File: src/inc/gpe_pkg.sv
package gpe_pkg;
    // ****************************************
    // Register map
    // ****************************************
    localparam int ADDR_W = 3;
    localparam logic [2:0] OFF_OUT = 3'h0;
    localparam logic [2:0] OFF_IN = 3'h1;
    localparam logic [2:0] OFF_EN = 3'h2;
    localparam logic [2:0] OFF_ST = 3'h3;
    localparam logic [2:0] OFF_SEL = 3'h4;
    localparam logic [2:0] OFF_CFG = 3'h5;
    localparam logic [2:0] OFF_RTE = 3'h6;
    localparam int NPIN = 8;
    // ****************************************
    // Field positions and reset values
    // ****************************************
    localparam int CB_OE = 0;
    localparam int CB_PP = 1;
    localparam int CB_PU = 2;
    localparam int CB_LK = 3;
    localparam int CB_TY = 4;
    localparam int CB_PO = 5;
    localparam int CB_DB = 6;
    localparam logic [7:0] CFG_RST = 8'h44;
    localparam logic [7:0] CFG_WMASK = 8'h7F;
    localparam logic [7:0] CFG_LOW4 = 8'h0F;
    localparam logic [7:0] CFG_EVT = 8'h70;
    localparam logic [7:0] RTE_RST = 8'h01;
    localparam logic [7:0] RTE_MASK = 8'h03;
    localparam logic [7:0] OUT_RST = 8'hFF;
    localparam logic [7:0] ZERO8 = 8'h00;
    // Idle pin level: pull-ups are on after reset
    localparam logic [7:0] PIN_IDLE = 8'hFF;
    localparam int RB_IRQ = 0;
    localparam int RB_SMI = 1;
    // ****************************************
    // Timing
    // ****************************************
    localparam int CLK_HZ = 20_000_000;
    localparam int DEB_MS = 15;
    localparam int DEB_CYC = CLK_HZ / 1000 * DEB_MS;
    localparam int DEB_W = 20;
    // ****************************************
    // Carrier
    // ****************************************
    typedef struct packed {
        logic [ADDR_W-1:0] addr;
        logic [7:0] wdata;
        logic wr;
        logic rd;
    } gpe_bus_s;
    typedef struct packed {
        logic [NPIN-1:0] o;
        logic [NPIN-1:0] oe;
        logic [NPIN-1:0] pu;
    } gpe_pins_s;
endpackage : gpe_pkg

File: src/rtl/gpe_port.sv
// Implementation choices: the address map and the strobed register port.
`timescale 1ns/1ns
module gpe_port #(
    parameter bit ENHANCED = 1'b1,
    parameter int DEB_COUNT = gpe_pkg::DEB_CYC
) (
    input wire logic i_clk,                     // 20 MHz clock
    input wire logic i_rstn,                    // Sync reset, low
    input wire gpe_pkg::gpe_bus_s i_bus,        // Register request
    output logic [7:0] o_rdata,                 // Read data, next cycle
    input wire logic i_active,                  // Port activation
    input wire logic [gpe_pkg::NPIN-1:0] i_pin, // Pin levels
    output gpe_pkg::gpe_pins_s o_pins,          // Pin drive
    output logic o_irq,                         // Interrupt request
    output logic o_smi                          // System mgmt interrupt
);
    import gpe_pkg::*;

    logic [7:0] cfg [NPIN];
    logic [7:0] rte [NPIN];
    logic [7:0] dout;
    logic [7:0] en;
    logic [7:0] st;
    logic [2:0] sel;
    logic [7:0] s1;
    logic [7:0] s2;
    logic [7:0] deb;
    logic [7:0] prev;
    logic [DEB_W-1:0] cnt [NPIN];
    logic [7:0] hit;
    logic [7:0] evmask;

    function automatic logic wr_at(input gpe_bus_s b, input logic [2:0] a);
        wr_at = b.wr && (b.addr == a);
    endfunction : wr_at

    assign evmask = ENHANCED ? CFG_WMASK : (CFG_WMASK & ~CFG_EVT);

    // ****************************************
    // Pin index and configuration
    // ****************************************
    always_ff @(posedge i_clk) begin
        if (!i_rstn) begin
            sel <= 3'h0;
        end else if (wr_at(i_bus, OFF_SEL)) begin
            sel <= i_bus.wdata[2:0];
        end
    end

    always_ff @(posedge i_clk) begin
        if (!i_rstn) begin
            for (int i = 0; i < NPIN; i++) begin
                cfg[i] <= CFG_RST & evmask;
                rte[i] <= ENHANCED ? RTE_RST : ZERO8;
            end
        end else begin
            if (wr_at(i_bus, OFF_CFG)) begin
                if (cfg[sel][CB_LK]) begin
                    // Only event bits stay writable once locked
                    cfg[sel] <= (cfg[sel] & ~CFG_EVT)
                        | (i_bus.wdata & CFG_EVT & evmask);
                end else begin
                    // Lock ORs in: software never clears it
                    cfg[sel] <= (i_bus.wdata & evmask)
                        | (cfg[sel] & (8'h01 << CB_LK));
                end
            end
            if (wr_at(i_bus, OFF_RTE) && ENHANCED) begin
                rte[sel] <= i_bus.wdata & RTE_MASK;
            end
        end
    end

    // ****************************************
    // Runtime registers
    // ****************************************
    always_ff @(posedge i_clk) begin
        if (!i_rstn) begin
            dout <= OUT_RST;
        end else if (wr_at(i_bus, OFF_OUT) && i_active) begin
            for (int i = 0; i < NPIN; i++) begin
                if (!cfg[i][CB_LK]) begin
                    dout[i] <= i_bus.wdata[i];
                end
            end
        end
    end

    always_ff @(posedge i_clk) begin
        if (!i_rstn) begin
            en <= ZERO8;
        end else if (wr_at(i_bus, OFF_EN) && ENHANCED) begin
            en <= i_bus.wdata;
        end
    end

    // Set wins over a write-one clear in the same cycle
    always_ff @(posedge i_clk) begin
        if (!i_rstn) begin
            st <= ZERO8;
        end else begin
            st <= (st & ~(wr_at(i_bus, OFF_ST) ? i_bus.wdata : ZERO8))
                | hit;
        end
    end

    // ****************************************
    // Input path
    // ****************************************
    always_ff @(posedge i_clk) begin
        if (!i_rstn) begin
            s1 <= PIN_IDLE;
            s2 <= PIN_IDLE;
        end else begin
            s1 <= i_pin;
            s2 <= s1;
        end
    end

    always_ff @(posedge i_clk) begin
        if (!i_rstn) begin
            deb <= PIN_IDLE;
            for (int i = 0; i < NPIN; i++) begin
                cnt[i] <= '0;
            end
        end else begin
            for (int i = 0; i < NPIN; i++) begin
                if (!i_active) begin
                    cnt[i] <= '0;
                end else if (!cfg[i][CB_DB] || s2[i] == deb[i]) begin
                    deb[i] <= s2[i];
                    cnt[i] <= '0;
                end else if (cnt[i] == DEB_W'(DEB_COUNT - 1)) begin
                    deb[i] <= s2[i];
                    cnt[i] <= '0;
                end else begin
                    cnt[i] <= cnt[i] + 1'b1;
                end
            end
        end
    end

    always_ff @(posedge i_clk) begin
        if (!i_rstn) begin
            prev <= PIN_IDLE;
        end else begin
            prev <= deb;
        end
    end

    always_comb begin
        hit = ZERO8;
        for (int i = 0; i < NPIN; i++) begin
            if (ENHANCED && i_active) begin
                if (cfg[i][CB_TY]) begin
                    hit[i] = deb[i] == cfg[i][CB_PO];
                end else begin
                    hit[i] = (deb[i] != prev[i])
                        && (deb[i] == cfg[i][CB_PO]);
                end
            end
        end
    end

    // ****************************************
    // Notification
    // ****************************************
    always_ff @(posedge i_clk) begin
        if (!i_rstn) begin
            o_irq <= 1'b0;
            o_smi <= 1'b0;
        end else begin
            o_irq <= 1'b0;
            o_smi <= 1'b0;
            for (int i = 0; i < NPIN; i++) begin
                if (st[i] && en[i] && rte[i][RB_IRQ]) begin
                    o_irq <= 1'b1;
                end
                if (st[i] && en[i] && rte[i][RB_SMI]) begin
                    o_smi <= 1'b1;
                end
            end
        end
    end

    // ****************************************
    // Pin drive
    // ****************************************
    always_ff @(posedge i_clk) begin
        if (!i_rstn) begin
            o_pins <= '0;
        end else begin
            for (int i = 0; i < NPIN; i++) begin
                // Open-drain drives only the low level
                o_pins.oe[i] <= cfg[i][CB_OE]
                    && (cfg[i][CB_PP] || !dout[i]);
                o_pins.o[i] <= dout[i];
                o_pins.pu[i] <= cfg[i][CB_PU];
            end
        end
    end

    // ****************************************
    // Read port
    // ****************************************
    always_ff @(posedge i_clk) begin
        if (!i_rstn) begin
            o_rdata <= ZERO8;
        end else if (i_bus.rd) begin
            case (i_bus.addr)
                OFF_OUT: o_rdata <= i_active ? dout : ZERO8;
                OFF_IN: o_rdata <= i_active ? s2 : ZERO8;
                OFF_EN: o_rdata <= en;
                OFF_ST: o_rdata <= st;
                OFF_SEL: o_rdata <= {5'h00, sel};
                OFF_CFG: o_rdata <= cfg[sel];
                OFF_RTE: o_rdata <= rte[sel];
                default: o_rdata <= ZERO8;
            endcase
        end else begin
            o_rdata <= ZERO8;
        end
    end
endmodule : gpe_port

File: config.mk
export PLATFORM = sky130hd
export DESIGN_NAME = gpe_port
export DESIGN_NICKNAME = d
export VERILOG_FILES = /design/src/inc/gpe_pkg.sv /design/src/rtl/gpe_port.sv
export SDC_FILE = /design/constraint.sdc
export NUM_CORES = 1
export LEC_CHECK = 0
export BUFFER_PORTS_ARGS = -buffer_cell sky130_fd_sc_hd__buf_2
export CORE_ASPECT_RATIO = 0.6
export CORE_MARGIN = 10
export CORE_UTILIZATION = 55
export DETAILED_ROUTE_END_ITERATION = 7
export MAX_ROUTING_LAYER = met4
export PLACE_DENSITY = 0.72
export SLEW_MARGIN = 20
export SYNTH_ARGS = -nofsm -noshare
export SYNTH_HDL_FRONTEND = slang
export SYNTH_SLANG_ARGS = --single-unit
File: constraint.sdc
create_clock -name i_clk -period 2.65 [get_ports i_clk]
set_clock_uncertainty 0.2 [all_clocks]
set_input_delay 0.53 -clock i_clk [delete_from_list [all_inputs] [get_ports i_clk]]
set_output_delay 0.53 -clock i_clk [all_outputs]
set_load 0.05 [all_outputs]
==> run metrics <==
TritonCTS clock tree=done; gr usage total=between 20 and 25%; most frequent cells in the layout=edfxtp_1, nor2_1, conb_1; cell row count=48; Hold Path End=dout[7]; hpwl dp=30400 um; Post-synth EDFFs=240; DRT Wirelength=slightly above 40000 um; fin crit share=a little over nine tenths; die area=roughly 38000 um2; Overflow after GRT=0; worst reg2reg endpoint=cnt[0][59]; Clk pin slew, worst setup/hold paths=about 0.060 ns; Synth Flop Type=edfxtp_1; Power, Total=11600 uW; setup slack after layout=~0.13 ns; Root Buffer Master=clkbuf_16; peak supply drop=roughly 0.45 mV; Die H=between 150 and 200 um; CTS sink cnt=between 300 and 400; DR vias=roughly 13000; vias in the first global route=11821; R2R Setup Slk=about 0.13 ns; Synth cell types=between 60 and 70; Yosys reg bits=about 340; Worst Tran Pin Value=just over 0.7 ns; clk buf depth=3; port bufs=57; Initial Util=between 50% and 60%; worst hold path type=in2reg; Clock Latency Late Sink=~0.57 ns; Req. time, crit path=~2.8 ns; largest net degree at the start of global routing=between 70 and 80; CP Capture Type=flop; final hold vios=0; Area Overhead vs Synth=16.9%; postcts setup bufs=0; TritonRoute pass-1 iters=6; Routed WL per cell=18.5 um; die width=243 um; RSZ-0062 raised after global routing=false; count of final setup violators=0; MaxCap Viol Count=0; fillers=around 2300; Leak=0.00673 uW; pins over their slew limit=0; setup total negative slack=0 ns; DRT antenna net count=0; Relative slew margins=52.4%; WP data arrival=2.62 ns; Core Region=29100 um2; Mapped Area=between 15000 and 20000 um2; share of cells above drive strength 1=approximately 12%; Syn Area/Cell=between 10 and 15 um2; post-place setup slack=between 0.07 and 0.08 ns; outcome=complete, no violations; sequential share of the synthesized area=a little under three fifths; r2r startpoint=cnt[0][54]; Inserted Clock Buffers=31; initial antenna violation count=3; global-route wire length before repair=65100 um; asr flop ratio synth=0%; DRC=0; commonest non-fill, non-tap cell in the layout=edfxtp_1; synthesis warning total=0; hold_sp=i_bus[9]; Worst R2R Path Depth=5; cells after synthesis=approximately 1500; fin crit period=around 2.5 ns; Achievable Freq=about 400 MHz; worst hold stages=3; final net count=around 1800; htree depth=1; via/cell ratio=about 5.7; kind of critical path=reg2reg; non-filler instance count after layout=2218; Top Ports=58; GPL Wtd Cong=around 0.95; critical path peak fanout=6; Cell Pwr Density=~600 nW/um2; crit path launch type=flop; DR iter-0 viols=~1600; placed cells=approximately 2200
[cell usage after synthesis, types with 10 or more instances]
cell type / instances / area share [%]
nor4b_1: 11 / 0.58
nand2_1: 135 / 3.1
or2_2: 15 / 0.57
a21oi_1: 67 / 2.0
and3_1: 19 / 0.72
and2_1: 27 / 1.0
clkbuf_1: 45 / 1.0
and4_1: 17 / 0.90
nand4_1: 60 / 2.3
nor3_1: 54 / 1.6
inv_1: 42 / 0.96
xor2_1: 60 / 3.2
mux4_2: 20 / 2.7
xnor2_1: 46 / 2.4
o22ai_1: 10 / 0.38
nor4_1: 14 / 0.53
o21ai_0: 46 / 1.4
mux2i_1: 32 / 1.9
nand2b_1: 40 / 1.5
dfxtp_1: 96 / 12
or3_1: 30 / 1.1
or4_1: 17 / 0.77
nor2b_1: 14 / 0.53
edfxtp_1: 240 / 44
nor2_1: 178 / 4.1
o31ai_1: 11 / 0.50
nand3_1: 80 / 2.4
mux2_2: 15 / 1.0
[where the power goes]
part / switching, uW / internal [uW] / total, uW
registers: 201 / 5810 / 6010
logic: 446 / 250 / 696
clock network: 2000 / 2920 / 4920
[layout make-up]
| type | count | area [um2] | area share [%] |
|---|---|---|---|
| sequential | 336 | 9130 | 47.4 |
| multi-input combinational | 1263 | 7540 | 39.2 |
| clock buffer | 41 | 917 | 4.76 |
| timing repair buffer | 117 | 796 | 4.13 |
| tap | 400 | 500 | 2.60 |
| clock inverter | 16 | 213 | 1.10 |
| inverter | 42 | 158 | 0.818 |
| antenna | 3 | 7.51 | 0.0390 |
[worst max-delay path by stage]
stage | end | cells after the start | from
floorplan | cnt[0][56] | 5 | cnt[0][56]
global placement | o_rdata[1] | 5 | flop
detailed placement | o_rdata[1] | 5 | flop
CTS | o_rdata[1] | 5 | flop
global route | cnt[0][59] | 5 | cnt[0][51]
finish | cnt[0][59] | 5 | cnt[0][54]
[per-stage QoR]
step	hold slack (ns)	utilization, %	cell area, um2
floorplan	0.186	-	17100
global placement	0.191	61.9	18000
detailed placement	0.196	61.9	18000
CTS	0.0571	66.1	19300
global route	0.0968	66.1	19300
finish	0.0930	66.1	19300
[flip-flops by register name, summed over array words and instances, names as in the netlist, 3 cells and up, named ones only]
| name | flops |
|---|---|
| cfg | 64 |
| en | 8 |
| sel | 3 |
| o_pins | 24 |
| rte | 16 |
| prev | 8 |
| s1 | 8 |
| deb | 8 |
| o_rdata | 8 |
| s2 | 8 |
| dout | 8 |
| cnt | 160 |
| st | 8 |
[metal layers]
layer	global-route usage, %	wire length [um]	vias up
li1	-	-	6016
met3	5.29	4300	82
met2	29.9	17000	578
met4	5.89	1010	0
met1	32.0	18800	6024
met5	-	0	-
[worst max-delay path: stages, from the launching register on]
cell	delay (ns)
edfxtp_1	0.43
or4b_1	0.55
or4_4	0.54
o2111ai_2	0.28
buf_4	0.20
a21oi_1	0.05
[kinds of logic after synthesis]
kind of cell	count (synthesis)	share of synthesized area [%]
muxes	67	5.70
other	1	0.0228
xor gates and xnor gates	106	5.63
and+or+nand+nor	739	23.4
adders and majority gates	8	0.607
DFF	336	55.4
AOI/OAI and AO/OA	183	6.79
buffers and inverters	101	2.50
[timing repair]
item / 4_1_cts / 5_1_grt
endpoints found under the hold margin: 8 / 0
gates resized for setup: 0 / 2
endpoints found under the setup margin: 0 / 6
hold buffers: 8 / 0
(Power assumes the default switching activity.)
